--- config.mk ---
export PLATFORM = sky130hd
export DESIGN_NAME = csv_socket_ctrl
export DESIGN_NICKNAME = d
export VERILOG_FILES = /design/src/shared/csv_pkg.sv /design/src/logic/csv_switch_serial.sv /design/src/logic/csv_prefetch.sv /design/src/logic/csv_socket_ctrl.sv
export VERILOG_INCLUDE_DIRS = /design/src /design/src/shared
export SDC_FILE = /design/constraint.sdc
export NUM_CORES = 1
export LEC_CHECK = 0
export BUFFER_PORTS_ARGS = -buffer_cell sky130_fd_sc_hd__buf_2
export CORE_ASPECT_RATIO = 0.6
export CORE_MARGIN = 1.5
export CORE_UTILIZATION = 34
export CTS_BUF_LIST = sky130_fd_sc_hd__clkbuf_16
export DETAILED_ROUTE_END_ITERATION = 10
export PLACE_DENSITY = 0.64
export REMOVE_ABC_BUFFERS = 1
export SLEW_MARGIN = 20
export SYNTH_ARGS = -nofsm -noshare
export SYNTH_HDL_FRONTEND = slang
export SYNTH_SLANG_ARGS = --single-unit
--- constraint.sdc ---
create_clock -name core_clk_in -period 2.85 [get_ports core_clk_in]
set_clock_uncertainty 0.15 [all_clocks]
set_input_delay 0 -clock core_clk_in [delete_from_list [all_inputs] [get_ports core_clk_in]]
set_output_delay 0 -clock core_clk_in [all_outputs]
set_load 0.005 [all_outputs]
--- src/shared/csv_defines.svh ---
// What this block does
// - card insertion into an unpowered socket starts an interrogation before power
// - both card detects grounded means 16-bit card; voltage from sense pattern
// - detect strapped to sense means 32-bit card; two strap combinations are reserved
// - socket power switch is driven over clock, data and latch terminals
// - after reset the switch clock pin is an input timing the interface
// - system control bit 27 set: switch clock made from core clock, driven out
// - video pass-through enable bit 6 floats card address lines 25 to 4
// - card address lines 3 to 0 keep driving during video pass-through
// - active-low select per socket shows which socket is the video source
// - both sockets enabled: socket 0 wins unless priority bit 5 is set
// - video active output high while either socket has pass-through enabled
// - 16-bit card dma fetches 32 bits per host read
// - spare half word feeds the next card transfer before another fetch
// - the 32-bit prefetch is always on, no enable bit
// - internal ring oscillator of about 16 kHz times interrogation without other clocks
// - ring oscillator off after reset, runs while system control bit 27 is 1
`ifndef CSV_DEFINES_SVH
`define CSV_DEFINES_SVH

// register byte offsets
`define CSV_REG_SYSCTL 8'h80
`define CSV_REG_CC0 8'h04
`define CSV_REG_CC1 8'h08
`define CSV_REG_STATUS 8'h0C
`define CSV_REG_PSW 8'h10

// field positions
`define CSV_SYSCTL_SWCLK_BIT 27
`define CSV_CC_VIDEN_BIT 6
`define CSV_CC_PRI_BIT 5

// reset values
`define CSV_SYSCTL_RST 32'h0000_0000
`define CSV_CC_RST 8'h00

// sizes
`define CSV_PSW_BITS 8

// timing
`define CSV_CLK_HZ 10000000
`define CSV_CLK_NS 100
`define CSV_OSC_HZ 16000
`define CSV_OSC_HALF_CYC (`CSV_CLK_HZ / `CSV_OSC_HZ / 2)
`define CSV_SWCLK_HALF_NS 500
`define CSV_SWCLK_HALF_CYC (`CSV_SWCLK_HALF_NS / `CSV_CLK_NS)
`define CSV_SETTLE_NS 1000
`define CSV_SETTLE_CYC ((`CSV_SETTLE_NS + `CSV_CLK_NS - 1) / `CSV_CLK_NS)

`endif

--- src/shared/csv_pkg.sv ---
`default_nettype none
package csv_pkg;
    typedef enum logic [1:0] {CSV_CARD_NONE, CSV_CARD_16BIT, CSV_CARD_32BIT, CSV_CARD_RESERVED} csv_card_t;
    typedef enum logic [2:0] {DET_IDLE, DET_OPEN, DET_DRV_A, DET_DRV_B, DET_DONE} csv_det_st_t;
    typedef enum logic [1:0] {SER_IDLE, SER_SHIFT, SER_LATCH} csv_ser_st_t;

    typedef struct packed {
        csv_ser_st_t st;
        logic [7:0] sr;
        logic [3:0] cnt;
        logic data;
        logic latch;
    } csv_ser_t;

    typedef struct packed {
        logic req;
        logic hv;
        logic [15:0] hd;
        logic [15:0] hi;
        logic hi_v;
    } csv_pf_t;

    typedef struct packed {
        logic ack;
        logic wreq;
        logic [31:0] rdata;
        logic [31:0] sysctl;
        logic [7:0] cc0;
        logic [7:0] cc1;
        logic [7:0] psw_word;
        logic psw_start;
        csv_det_st_t det_st;
        logic [3:0] settle;
        logic [1:0] open_cd;
        logic [1:0] open_vs;
        logic [3:0] strap;
        csv_card_t card;
        logic [1:0] vs_oe;
        logic sel0_n;
        logic sel1_n;
        logic vid_act;
        logic [25:0] addr;
        logic [25:0] oe0;
        logic [25:0] oe1;
        logic [9:0] osc_cnt;
        logic osc_clk;
        logic osc_tick;
        logic [3:0] swdiv;
        logic swclk_o;
        logic swclk_oe;
        logic swclk_prev;
        logic sw_tick;
    } csv_top_t;
endpackage
`default_nettype wire

--- src/logic/csv_switch_serial.sv ---
`timescale 1ns/1ps
`default_nettype none
`include "csv_defines.svh"
module csv_switch_serial (
    // clock and reset
    input wire logic core_clk_in,
    input wire logic rst_b_in,
    // request
    input wire logic start_in,
    input wire logic [`CSV_PSW_BITS-1:0] word_in,
    input wire logic shift_tick_in,
    // switch pins and state
    output logic data_out,
    output logic latch_out,
    output logic busy_out
);
    csv_pkg::csv_ser_t s;
    csv_pkg::csv_ser_t next_s;

    // data changes on the falling switch clock so the switch samples it stable on the rise
    always_comb begin
        next_s = s;
        unique case (s.st)
            csv_pkg::SER_IDLE: begin
                if (start_in) begin
                    next_s.sr = word_in;
                    next_s.cnt = 4'(`CSV_PSW_BITS);
                    next_s.st = csv_pkg::SER_SHIFT;
                end
            end
            csv_pkg::SER_SHIFT: begin
                if (shift_tick_in) begin
                    if (s.cnt != 4'h0) begin
                        next_s.data = s.sr[`CSV_PSW_BITS-1];
                        next_s.sr = {s.sr[`CSV_PSW_BITS-2:0], 1'b0};
                        next_s.cnt = s.cnt - 4'h1;
                    end else begin
                        next_s.data = 1'b0;
                        next_s.latch = 1'b1;
                        next_s.st = csv_pkg::SER_LATCH;
                    end
                end
            end
            csv_pkg::SER_LATCH: begin
                // latch stays high one whole switch clock period
                if (shift_tick_in) begin
                    next_s.latch = 1'b0;
                    next_s.st = csv_pkg::SER_IDLE;
                end
            end
        endcase
    end

    always_ff @(posedge core_clk_in or negedge rst_b_in) begin
        if (!rst_b_in) begin
            s <= '0;
        end else begin
            s <= next_s;
        end
    end

    assign data_out = s.data;
    assign latch_out = s.latch;
    assign busy_out = (s.st != csv_pkg::SER_IDLE);
endmodule
`default_nettype wire

--- src/logic/csv_prefetch.sv ---
`timescale 1ns/1ps
`default_nettype none
module csv_prefetch (
    // clock and reset
    input wire logic core_clk_in,
    input wire logic rst_b_in,
    // host memory side
    input wire logic dma_active_in,
    input wire logic fetch_valid_in,
    input wire logic [31:0] fetch_data_in,
    output logic fetch_req_out,
    // card side, one half word at a time
    input wire logic half_ready_in,
    output logic half_valid_out,
    output logic [15:0] half_data_out
);
    csv_pkg::csv_pf_t s;
    csv_pkg::csv_pf_t next_s;

    // always active, no enable: a new fetch only once both halves are gone
    always_comb begin
        next_s = s;
        if (s.hv && half_ready_in) begin
            next_s.hv = 1'b0;
        end
        if (!next_s.hv && s.hi_v) begin
            next_s.hd = s.hi;
            next_s.hv = 1'b1;
            next_s.hi_v = 1'b0;
        end
        if (s.req && fetch_valid_in) begin
            next_s.hd = fetch_data_in[15:0];
            next_s.hi = fetch_data_in[31:16];
            next_s.hv = 1'b1;
            next_s.hi_v = 1'b1;
            next_s.req = 1'b0;
        end else if (dma_active_in && !s.req && !next_s.hv && !next_s.hi_v) begin
            next_s.req = 1'b1;
        end
    end

    always_ff @(posedge core_clk_in or negedge rst_b_in) begin
        if (!rst_b_in) begin
            s <= '0;
        end else begin
            s <= next_s;
        end
    end

    assign fetch_req_out = s.req;
    assign half_valid_out = s.hv;
    assign half_data_out = s.hd;
endmodule
`default_nettype wire

--- src/logic/csv_socket_ctrl.sv ---
`timescale 1ns/1ps
`default_nettype none
`include "csv_defines.svh"
module csv_socket_ctrl (
    // clock and reset
    input wire logic core_clk_in,
    input wire logic rst_b_in,
    // avalon-mm slave
    input wire logic [7:0] avs_address_in,
    input wire logic avs_read_in,
    input wire logic avs_write_in,
    input wire logic [31:0] avs_writedata_in,
    output logic [31:0] avs_readdata_out,
    output logic avs_waitrequest_out,
    // card detect and voltage sense
    input wire logic socket_power_on_in,
    input wire logic card_detect_a_in,
    input wire logic card_detect_b_in,
    input wire logic voltage_sense_a_in,
    input wire logic voltage_sense_b_in,
    output logic voltage_sense_a_out,
    output logic voltage_sense_a_oe_out,
    output logic voltage_sense_b_out,
    output logic voltage_sense_b_oe_out,
    // power switch serial interface
    input wire logic switch_clock_in,
    output logic switch_clock_out,
    output logic switch_clock_oe_out,
    output logic switch_data_out,
    output logic switch_latch_out,
    // card address lines and video pass-through
    input wire logic [25:0] card_addr_in,
    input wire logic card_addr_drive_in,
    output logic [25:0] card0_addr_out,
    output logic [25:0] card0_addr_oe_out,
    output logic [25:0] card1_addr_out,
    output logic [25:0] card1_addr_oe_out,
    output logic video_socket0_sel_n_out,
    output logic video_socket1_sel_n_out,
    output logic video_any_active_out,
    // dma prefetch
    input wire logic dma_active_in,
    input wire logic fetch_valid_in,
    input wire logic [31:0] fetch_data_in,
    output logic fetch_req_out,
    input wire logic half_ready_in,
    output logic half_valid_out,
    output logic [15:0] half_data_out,
    // internal ring oscillator
    output logic ring_osc_out
);
    csv_pkg::csv_top_t s;
    csv_pkg::csv_top_t next_s;
    logic psw_busy;
    logic sw_on;
    logic en0;
    logic en1;
    logic pri;
    logic step;

    // one strap at most is legal; two combos are reserved
    function automatic csv_pkg::csv_card_t csv_classify(input logic [3:0] strap, input logic [1:0] cd,
                                                        input logic [1:0] vs);
        if (strap == 4'h0) begin
            return (cd == 2'b00) ? csv_pkg::CSV_CARD_16BIT : csv_pkg::CSV_CARD_NONE;
        end else if ($countones(strap) != 1) begin
            return csv_pkg::CSV_CARD_RESERVED;
        end else if ((strap[0] && !vs[1]) || (strap[1] && !vs[0])) begin
            return csv_pkg::CSV_CARD_RESERVED;
        end
        return csv_pkg::CSV_CARD_32BIT;
    endfunction

    assign sw_on = s.sysctl[`CSV_SYSCTL_SWCLK_BIT];
    assign en0 = s.cc0[`CSV_CC_VIDEN_BIT];
    assign en1 = s.cc1[`CSV_CC_VIDEN_BIT];
    assign pri = s.cc0[`CSV_CC_PRI_BIT];
    // settle time runs on the ring oscillator when it runs, else on the core clock
    assign step = sw_on ? s.osc_tick : 1'b1;

    always_comb begin
        next_s = s;
        next_s.psw_start = 1'b0;
        // bus slave: one wait cycle, answer registered
        next_s.ack = (avs_read_in || avs_write_in) && !s.ack;
        next_s.wreq = !next_s.ack;
        if (avs_read_in && !s.ack) begin
            unique case (avs_address_in)
                `CSV_REG_SYSCTL: next_s.rdata = s.sysctl;
                `CSV_REG_CC0: next_s.rdata = {24'h00_0000, s.cc0};
                `CSV_REG_CC1: next_s.rdata = {24'h00_0000, s.cc1};
                `CSV_REG_STATUS: next_s.rdata = {21'h00_0000, s.sysctl[`CSV_SYSCTL_SWCLK_BIT], psw_busy,
                                                 (s.det_st != csv_pkg::DET_IDLE), s.strap, s.open_vs, s.card};
                `CSV_REG_PSW: next_s.rdata = {24'h00_0000, s.psw_word};
                default: next_s.rdata = 32'h0000_0000;
            endcase
        end
        if (avs_write_in && s.ack) begin
            unique case (avs_address_in)
                `CSV_REG_SYSCTL: next_s.sysctl = avs_writedata_in;
                `CSV_REG_CC0: next_s.cc0 = avs_writedata_in[7:0];
                `CSV_REG_CC1: next_s.cc1 = avs_writedata_in[7:0];
                `CSV_REG_PSW: begin
                    next_s.psw_word = avs_writedata_in[7:0];
                    next_s.psw_start = 1'b1;
                end
                default: next_s.sysctl = s.sysctl;
            endcase
        end

        // ring oscillator, stopped and parked low while disabled
        next_s.osc_tick = 1'b0;
        if (sw_on) begin
            if (s.osc_cnt == 10'(`CSV_OSC_HALF_CYC - 1)) begin
                next_s.osc_cnt = 10'h000;
                next_s.osc_clk = !s.osc_clk;
                next_s.osc_tick = !s.osc_clk;
            end else begin
                next_s.osc_cnt = s.osc_cnt + 10'h001;
            end
        end else begin
            next_s.osc_cnt = 10'h000;
            next_s.osc_clk = 1'b0;
        end

        // switch clock: generated and driven, or taken from the pin
        next_s.swclk_prev = switch_clock_in;
        next_s.sw_tick = 1'b0;
        if (sw_on) begin
            next_s.swclk_oe = 1'b1;
            if (s.swdiv == 4'h0) begin
                next_s.swdiv = 4'(`CSV_SWCLK_HALF_CYC - 1);
                next_s.swclk_o = !s.swclk_o;
                next_s.sw_tick = s.swclk_o;
            end else begin
                next_s.swdiv = s.swdiv - 4'h1;
            end
        end else begin
            next_s.swclk_oe = 1'b0;
            next_s.swclk_o = 1'b0;
            next_s.swdiv = 4'h0;
            next_s.sw_tick = s.swclk_prev && !switch_clock_in;
        end

        // interrogation: sample released, then pull each sense low in turn
        unique case (s.det_st)
            csv_pkg::DET_IDLE: begin
                next_s.vs_oe = 2'b00;
                if (!socket_power_on_in && s.card == csv_pkg::CSV_CARD_NONE
                    && (!card_detect_a_in || !card_detect_b_in)) begin
                    next_s.det_st = csv_pkg::DET_OPEN;
                    next_s.settle = 4'(`CSV_SETTLE_CYC);
                end else if (card_detect_a_in && card_detect_b_in) begin
                    next_s.card = csv_pkg::CSV_CARD_NONE;
                end
            end
            csv_pkg::DET_OPEN: begin
                if (s.settle != 4'h0) begin
                    next_s.settle = s.settle - {3'h0, step};
                end else begin
                    next_s.open_cd = {card_detect_b_in, card_detect_a_in};
                    next_s.open_vs = {voltage_sense_b_in, voltage_sense_a_in};
                    next_s.vs_oe = 2'b01;
                    next_s.settle = 4'(`CSV_SETTLE_CYC);
                    next_s.det_st = csv_pkg::DET_DRV_A;
                end
            end
            csv_pkg::DET_DRV_A: begin
                if (s.settle != 4'h0) begin
                    next_s.settle = s.settle - {3'h0, step};
                end else begin
                    next_s.strap[0] = s.open_cd[0] && !card_detect_a_in;
                    next_s.strap[2] = s.open_cd[1] && !card_detect_b_in;
                    next_s.vs_oe = 2'b10;
                    next_s.settle = 4'(`CSV_SETTLE_CYC);
                    next_s.det_st = csv_pkg::DET_DRV_B;
                end
            end
            csv_pkg::DET_DRV_B: begin
                if (s.settle != 4'h0) begin
                    next_s.settle = s.settle - {3'h0, step};
                end else begin
                    next_s.strap[1] = s.open_cd[0] && !card_detect_a_in;
                    next_s.strap[3] = s.open_cd[1] && !card_detect_b_in;
                    next_s.vs_oe = 2'b00;
                    next_s.det_st = csv_pkg::DET_DONE;
                end
            end
            csv_pkg::DET_DONE: begin
                next_s.card = csv_classify(s.strap, s.open_cd, s.open_vs);
                next_s.det_st = csv_pkg::DET_IDLE;
            end
            default: next_s.det_st = csv_pkg::DET_IDLE;
        endcase

        // video pass-through selects and address float
        next_s.sel0_n = !(en0 && !(en1 && pri));
        next_s.sel1_n = !(en1 && (!en0 || pri));
        next_s.vid_act = en0 || en1;
        next_s.addr = card_addr_in;
        next_s.oe0 = card_addr_drive_in ? {{22{!en0}}, 4'hF} : 26'h000_0000;
        next_s.oe1 = card_addr_drive_in ? {{22{!en1}}, 4'hF} : 26'h000_0000;
    end

    always_ff @(posedge core_clk_in or negedge rst_b_in) begin
        if (!rst_b_in) begin
            s <= '0;
            s.wreq <= 1'b1;
            s.sysctl <= `CSV_SYSCTL_RST;
            s.cc0 <= `CSV_CC_RST;
            s.cc1 <= `CSV_CC_RST;
            s.sel0_n <= 1'b1;
            s.sel1_n <= 1'b1;
        end else begin
            s <= next_s;
        end
    end

    csv_switch_serial u_serial (
        .core_clk_in(core_clk_in),
        .rst_b_in(rst_b_in),
        .start_in(s.psw_start),
        .word_in(s.psw_word),
        .shift_tick_in(s.sw_tick),
        .data_out(switch_data_out),
        .latch_out(switch_latch_out),
        .busy_out(psw_busy)
    );

    csv_prefetch u_prefetch (
        .core_clk_in(core_clk_in),
        .rst_b_in(rst_b_in),
        .dma_active_in(dma_active_in),
        .fetch_valid_in(fetch_valid_in),
        .fetch_data_in(fetch_data_in),
        .fetch_req_out(fetch_req_out),
        .half_ready_in(half_ready_in),
        .half_valid_out(half_valid_out),
        .half_data_out(half_data_out)
    );

    // outputs straight from state flops, sense drive levels tied low
    assign avs_readdata_out = s.rdata;
    assign avs_waitrequest_out = s.wreq;
    assign voltage_sense_a_out = 1'b0;
    assign voltage_sense_b_out = 1'b0;
    assign voltage_sense_a_oe_out = s.vs_oe[0];
    assign voltage_sense_b_oe_out = s.vs_oe[1];
    assign switch_clock_out = s.swclk_o;
    assign switch_clock_oe_out = s.swclk_oe;
    assign card0_addr_out = s.addr;
    assign card1_addr_out = s.addr;
    assign card0_addr_oe_out = s.oe0;
    assign card1_addr_oe_out = s.oe1;
    assign video_socket0_sel_n_out = s.sel0_n;
    assign video_socket1_sel_n_out = s.sel1_n;
    assign video_any_active_out = s.vid_act;
    assign ring_osc_out = s.osc_clk;
endmodule
`default_nettype wire

### Word level (Yosys, flattened, before mapping)

Cells that the tools add are included.

| storage, ports and cells | value |
|---|---|
| bits in registers | 262 |
| input bits | 112 |
| word-level logic and storage cells | 208 |

| operators by class | value |
|---|---|
| add/sub/neg operators | 7 |
| eq/ne operators | 27 |
| muxes and demuxes | 56 |
| bitwise logic cells | 1 |
| reduce and logical (&&, ||, !) cells | 77 |

Operators with widths:

| cell | number |
|---|---|
| case mux 32 bit (5 select lines) | 1 |
| two-way mux 26 bit | 2 |
| two-way mux 34 bit | 1 |
| two-way mux 2 bit | 12 |
| case mux 12 bit (2 select lines) | 1 |
| inequality test 2 bit (second input constant) | 11 |
| logical AND 1 bit | 20 |
| AND reduction 4 bit | 5 |
| zero test 1 bit | 19 |
| two-way mux 1 bit | 19 |
| two-way mux 17 bit | 1 |
| == test 8 x 4 -> 1 bit (second input constant) | 2 |
| two-way mux 16 bit | 1 |
| AND reduction 2 bit | 8 |
| two-way mux 14 bit | 1 |
| two-way mux 12 bit | 1 |
| two-way mux 4 bit | 3 |
| case mux 3 bit (4 select lines) | 1 |
| case mux 4 bit (3 select lines) | 1 |
| nonzero test 2 bit | 6 |
| nonzero test 4 bit | 3 |
| two-way mux 11 bit | 1 |
| adder 10 x 1 -> 10 bit (second input constant) | 1 |
| == test 10 x 9 -> 1 bit (second input constant) | 1 |
| 30 further kinds | 46 |

### Depth between registers and ports, before layout

Gate-level depths: netlist of the first run.

| logic depth | value |
|---|---|
| word-level depth | 10 |
| depth in mapped cells | 9 |
| mapped depth without buffers | 9 |

### Modules after synthesis

Synthesis of the first run repeated with hierarchy kept, for this count alone.

| unflattened totals | value |
|---|---|
| cell total of the unflattened synthesis | 881 |
| area total of the unflattened synthesis | 10,231.1 µm² |

By module, submodules not included:

| module | instances | cells each | area each (µm²) | sequential area each (µm²) |
|---|---|---|---|---|
| csv_socket_ctrl | 1 | 610 | 7,603.5 | 4,057.6 |
| csv_prefetch | 1 | 185 | 1,644.1 | 875.8 |
| csv_switch_serial | 1 | 86 | 983.4 | 400.4 |

### Least setup slack after synthesis of the first run

OpenSTA, ideal clock, no wires.

| timing path | value |
|---|---|
| path kind | register to register |
| start point | reg s[105] (netlist bit) |
| end point | reg s[103] (netlist bit) |
| setup time | 122 ps |
| data arrival time | 2,176 ps |
| required time | 2,578 ps |
| setup slack | 402 ps |
| cell stages (with the launch flop) | 10 |
| path buffers | 0 |
| period minus slack after synthesis | 2,448 ps |
| cells stage by stage | dfrtp_1 > inv_1 > fa_1 > inv_1 > ha_1 > ha_1 > nor3b_1 > o221ai_1 > mux2_2 > a32o_1 |

| between the ends | value |
|---|---|
| cells in the longest elaborated chain, start to end | 8 |
| elaborated cells between the ends (all ways) | 14 |
| classes of those cells | 2 x add/sub; 1 x eq/ne; 8 x mux; 3 x reduce/logical |

Ends and longest elaborated chain:

| item | RTL line | RTL |
|---|---|---|
| from (decl) | csv_socket_ctrl.sv:52 | `csv_pkg::csv_top_t s;` |
| from (signal assigned) | csv_socket_ctrl.sv:215 | `s <= next_s;` |
| adder 1 x 1 -> 2 bit (not written as such) / logical AND 1 bit (equally long branches) | csv_socket_ctrl.sv:66, csv_socket_ctrl.sv:68 |  |
| adder 2 x 2 -> 3 bit (not written as such) / logical OR 1 bit (equally long branches) | csv_socket_ctrl.sv:66, csv_socket_ctrl.sv:68 |  |
| inequality test 3 x 1 -> 1 bit / two-way mux 1 bit (equally long branches) | csv_socket_ctrl.sv:66, csv_socket_ctrl.sv:68 |  |
| two-way mux 1 bit | csv_socket_ctrl.sv:66 | `end else if ($countones(strap) != 1) begin` |
| two-way mux 1 bit | csv_socket_ctrl.sv:64 | `if (strap == 4'h0) begin` |
| two-way mux 1 bit | csv_socket_ctrl.sv:146 | `unique case (s.det_st)` |
| two-way mux 2 bit (*) | csv_socket_ctrl.sv:71 | `return csv_pkg::CSV_CARD_32BIT;` |
| case mux 2 bit (2 select lines) (*) | csv_socket_ctrl.sv:146 |  |

Every way passes the cells marked *; elsewhere a longest branch is shown, timed or not. The select of a mux whose other input is x is not followed.
A chain may end at the register's enable or synchronous reset.

### Final worst setup path of the first run

Same ends and word-level chain as after synthesis.

==> reports/results.tsv, run 1 <==
metric	value	unit
status	finished, final reports clean	
row count	48	
cts bufs inserted	23	
aggregate global routing overflow	0	
share of cells above drive strength 1	0.386	
DRT iter0 DRCs	328	
DRT Pass-1 Iters	5	
Routed Wire Length	25.6	mm
drc violations	0	
Syn Std Cell Area	0.0100	mm^2
#FFs+latches synth	213	
# H-tree levels	1	
worst path bufs/invs	2	
Slew HR	0.392	
register area share after synthesis	0.532	
Post-Syn Instances	841	
antenna violations before repair	0	
clock sink count	213	
startpoint types	register	
post-route ant nets	0	
setup TNS	0	ns
Wirelength per Cell	16.7	um
Setup crit end kind	register	
later-pin clock latency in the skew report	0.51	ns
Post-Layout Inst Area	0.0129	mm^2
Tmin final	2.67	ns
chip height	136	um
final hold vios	0	
Crit Path Category	reg -> reg	
CTS tree	yes	
RR Endpoint	s[103]	
NumNets Final	1239	
worst hold margin	0.0246	ns
via count	6933	
synth top area cells	dfrtp_1, buf_4, mux2_2, mux2_4, a22o_1	
Post-Syn Area per Cell	11.9	um^2
Max-cap violations	0	
dpl hpwl	16.7	mm
I/O pin cnt	279	
setup repair bufs after CTS	0	
total track usage	0.161	
Die Width	225	um
first-pass GRT wire length	38.6	mm
Final Max Tran Viols	0	
final setup vio count	0	
die area	0.0306	mm^2
Synth area leader	dfrtp_1	
worst r2r src	s[105]	
worst hold start	avs_address_in[0]	
final setup margin	0.183	ns
peak per-stage delay on the critical path	0.54	ns
Hold EP	s[120]	
worst min path class	in -> reg	
Final period util	0.936	
Synth Flop Type	dfrtp_1	
CTS Root Cell	clkbuf_16	
Ant. Diodes	0	
vias in the first global route	6838	
dpl cell area	0.0108	mm^2
critical path peak fanout	4	
clk buf depth	3	
Synth top cells by count	dfrtp_1, buf_4, mux2_2	
Initial Utilization	0.347	
Lkg Pwr	0.00653	uW
largest net degree at the start of global routing	68	
Syn-to-layout area delta	28.7	%
filler instances	2631	
Final GP Congestion	0.786	
hold-critical path depth	5	
power density over the cells	678	mW/mm^2
top cell family by delay on the critical path	adder cells	
Worst Tran Pin Value	0.910	ns
fmax	375	MHz
most frequent cell after synthesis	dfrtp_1	
Worst-path clk slew	0.06	ns
post-synth top area share	0.524	
core area	0.0289	mm^2
R2R depth	9	
WP data arrival	2.91	ns
critical-path cell list	inv_1 -> fa_1 -> inv_1 -> ha_1 -> ha_1 -> nor3b_2 -> o221ai_1 -> mux2_2 -> a32o_1	
Distinct cells, synth	58	
async set or reset register ratio after synthesis	1.00	
DR vias/cell	4.53	
IO Port Bufs	276	
Syn. warnings	0	
setup repair after global routing missed its margin	no	
Post-synth EDFFs	0	
Worst IR Drop VDD	0.000392	V
slowest CP cell	fa_1	
pre-CTS WS	0.147	ns
required time worst endpoint	3.09	ns
register-to-register setup slack	0.18	ns
-- power breakdown --
group / switching (uW) / internal (uW)
registers: 364 / 3500
clock network: 1210 / 1650
logic: 983 / 1040
total: 2560 / 6190
-- worst max-delay path by stage --
stage,to,startpoint,cells past startpoint
after floorplan,s[103],s[105],9
after global placement,s[103],s[105],9
after detailed placement,s[103],s[105],9
after CTS,s[103],s[105],9
after global routing,s[103],s[105],9
final,s[103],s[105],9
-- cell usage in the layout, fill, tap and decap left out, types with 3 or more instances in the layout --
cell and count:
a21oi_1 21, a221oi_1 8, a22o_1 40, a22oi_1 3
a31oi_1 3, buf_2 275, buf_4 14, clkbuf_16 23
clkinv_1 6, clkinv_2 4, dfrtp_1 210, dfstp_2 3
dlygate4sd3_1 139, ha_1 12, inv_1 36, mux2_2 66
mux2_4 30, mux2i_1 17, nand2_1 37, nand2b_1 5
nand3_1 9, nand4_1 6, nor2_1 63, nor2b_1 11
nor3_1 4, nor3b_1 3, o21ai_0 18, or2_2 3
or3b_2 3, xnor2_1 6, xor2_1 8
-- tightest hold or removal path: stages --
cell and delay, ns:
buf_2 0.08, or4_4 0.14, nor3_4 0.08, nand4_2 0.25, inv_1 0.08
-- per-layer routing --
layer / part of all wire / vias up / GRT usage
met3: 0.061 / 44 / 0.0434
met1: 0.46 / 3425 / 0.215
met5: 0 / - / 0
met2: 0.45 / 195 / 0.261
met4: 0.024 / 0 / 0.0410
li1: - / 3269 / -
-- state kept, by name, summed over array words and instances (netlist names), 2 cells and up --
signal and flops:
avs_readdata_out 32, card0_addr_out 26, card1_addr_oe_out 2, s 89, u_prefetch.half_data_out 16, u_prefetch.s 17
u_serial.s 14
-- area by class of cell --
type	count	area (um^2)	area share
tap	400	500	0.0388
inverter	31	116	0.00901
timing repair buffer	432	2960	0.229
clock inverter	19	141	0.0109
multi-input combinational	413	3290	0.255
clock buffer	23	576	0.0446
sequential	213	5330	0.413
-- logic make-up (layout without fill, tap and decap cells) --
logic type | Yosys count | in the layout | share of synthesized area
AND/OR/NAND/NOR | 165 | 165 | 0.0848
other | 1 | 2 | 0.000374
multiplexers | 113 | 113 | 0.136
AO/OA/AOI/OAI | 105 | 105 | 0.0759
buffers and inverters | 216 | 505 | 0.141
XOR/XNOR | 14 | 14 | 0.0122
adder cells (fa/ha/maj) | 14 | 14 | 0.0180
flip-flops | 213 | 213 | 0.532
-- metrics by stage --
step | util | instances | total power, uW
after floorplan | - | 657 | 4950
after global placement | 0.373 | 1349 | 5670
after detailed placement | 0.373 | 1349 | 5730
after CTS | 0.447 | 1530 | 8810
after global routing | 0.447 | 1531 | 9270
final | 0.447 | 1531 | 8750
-- repair_timing --
item                                    4_1_cts  5_1_grt
endpoints found under the hold margin       360        1
resized for setup                             0        1
endpoints found under the setup margin        0        1
hold buffers                                139        1
Note: power is estimated with default switching activity, not from simulation.
==> inputs of run 2 (changes only) <==
--- a/config.mk
+++ b/config.mk
@@ -13,6 +13,7 @@
 export CTS_BUF_LIST = sky130_fd_sc_hd__clkbuf_16
 export DETAILED_ROUTE_END_ITERATION = 10
 export PLACE_DENSITY = 0.64
+export RECOVER_POWER = 25
 export REMOVE_ABC_BUFFERS = 1
 export SLEW_MARGIN = 20
 export SYNTH_ARGS = -nofsm -noshare
==> reports/results.tsv, run 2 (same netlist as run 1, synthesis figures left out) <==
metric	value	unit	change
startpoint types	register		
Final Max Tran Viols	0		unchanged
dpl hpwl	16.7	mm	unchanged
clock sink count	213		unchanged
final setup vio count	0		unchanged
post-route ant nets	0		unchanged
DR vias/cell	4.53		+0.10%
cts bufs inserted	23		unchanged
M1 WL	11.8	mm	-0.37%
worst min path class	in -> reg		
setup TNS	0	ns	unchanged
drc violations	0		unchanged
share of cells above drive strength 1	0.382		-0.00442
Routed Wire Length	25.5	mm	-0.10%
via count	6940		+0.10%
I/O pin cnt	279		unchanged
Worst Tran Pin Value	1.23	ns	+0.323 ns
critical path peak fanout	4		unchanged
Lkg Pwr	0.00649	uW	-0.56%
aggregate global routing overflow	0		unchanged
Final period util	0.936		about the same
Ant. Diodes	0		unchanged
chip height	136	um	unchanged
DRT iter0 DRCs	312		-4.9%
largest net degree at the start of global routing	68		unchanged
metal3 WL	1.58	mm	+0.90%
Die Width	225	um	unchanged
power density over the cells	680	mW/mm^2	+0.40%
register area	0.00533	mm^2	unchanged
Largest register FFs	89		unchanged
core area	0.0289	mm^2	unchanged
Slew HR	0.178		-0.214
worst hold margin	0.0202	ns	-0.00441 ns
Setup crit end kind	register		
Multi-input gate area	0.00329	mm^2	unchanged
Crit Path Category	reg -> reg		
total track usage	0.161		unchanged
Worst IR Drop VDD	0.000392	V	about the same
most frequent cells in the layout	buf_2, dfrtp_1, dlygate4sd3_1		
final hold vios	0		unchanged
setup repair bufs after CTS	0		unchanged
die area	0.0306	mm^2	unchanged
# H-tree levels	1		unchanged
met2 routed wirelength	11.6	mm	+0.26%
overall power	8740	uW	-0.14%
Wirelength per Cell	16.7	um	-0.10%
DRT Pass-1 Iters	4		-1
status	finished, final reports clean		
required time worst endpoint	3.10	ns	about the same
WP data arrival	2.91	ns	about the same
Final GP Congestion	0.786		unchanged
Worst-path clk slew	0.06	ns	about the same
vias in the first global route	6838		unchanged
fmax	375	MHz	about the same
NumNets Final	1239		unchanged
clk buf depth	3		unchanged
row count	48		unchanged
filler instances	2642		+0.42%
CTS tree	yes		
Initial Utilization	0.347		unchanged
antenna violations before repair	1		+1
first-pass GRT wire length	38.6	mm	unchanged
Tmin final	2.67	ns	-0.00107 ns
register-to-register setup slack	0.18	ns	about the same
Syn-to-layout area delta	28.0	%	
most common cell after layout, fill and taps aside	buf_2		
Top reg by flops	s		
highest metal used	met4		
CTS Root Cell	clkbuf_16		
setup repair after global routing missed its margin	no		
later-pin clock latency in the skew report	0.51	ns	about the same
Max-cap violations	0		unchanged
IO Port Bufs	276		unchanged
## run 2: per-layer routing
metal	up-vias	GRT usage
li1	3272	-
met1	3427	0.215
met2	200	0.261
met3	41	0.0434
met4	0	0.0410
met5	-	0
## run 2: worst max-delay path, stage by stage (launching register included)
cell,delay (ns)
dfrtp_1,0.36
inv_1,0.11
fa_1,0.54
inv_1,0.04
ha_1,0.17
ha_1,0.28
nor3b_2,0.19
o221ai_1,0.16
mux2_2,0.29
a32o_1,0.26
## run 2: final cells by class
type | instances | share of cell area
inverter | 31 | 0.00906
timing repair buffer | 432 | 0.225
clock inverter | 19 | 0.0110
multi-input combinational | 413 | 0.256
clock buffer | 23 | 0.0448
tap | 400 | 0.0390
sequential | 213 | 0.415
## run 2: what timing repair did
action	CTS	global route
hold buffers	139	1
hold endpoints to repair	360	1
setup endpoints to repair	0	1
resized for setup	0	1
## run 2: final timing paths
kind	startpoint	depth (start not counted)	end
worst max-delay path	s[105]	9	s[103]
worst max register to register	s[105]	9	s[103]
max in group asynchronous	rst_b_in	4	card0_addr_out[9]
min in group asynchronous	rst_b_in	4	u_serial.data_out
worst min-delay path	avs_address_in[0]	5	s[120]
worst min register to register	s[120]	1	u_serial.s[4]
## run 2: power by group
| part | switching, uW | internal, uW | total [uW] | leakage (uW) |
|---|---|---|---|---|
| clock network | 1210 | 1650 | 2860 | 0.000374 |
| registers | 366 | 3500 | 3870 | 0.00274 |
| logic | 980 | 1030 | 2010 | 0.00337 |
## run 2: through the flow
step                cell area (um^2)  setup slack (ns)   util  cells
floorplan                       8740             0.402      -    657
global placement               10800             0.290  0.373   1349
detailed placement             10800             0.147  0.373   1349
CTS                            12900             0.128  0.447   1530
global route                   12800            0.0431  0.445   1531
finish                         12800             0.184  0.445   1531
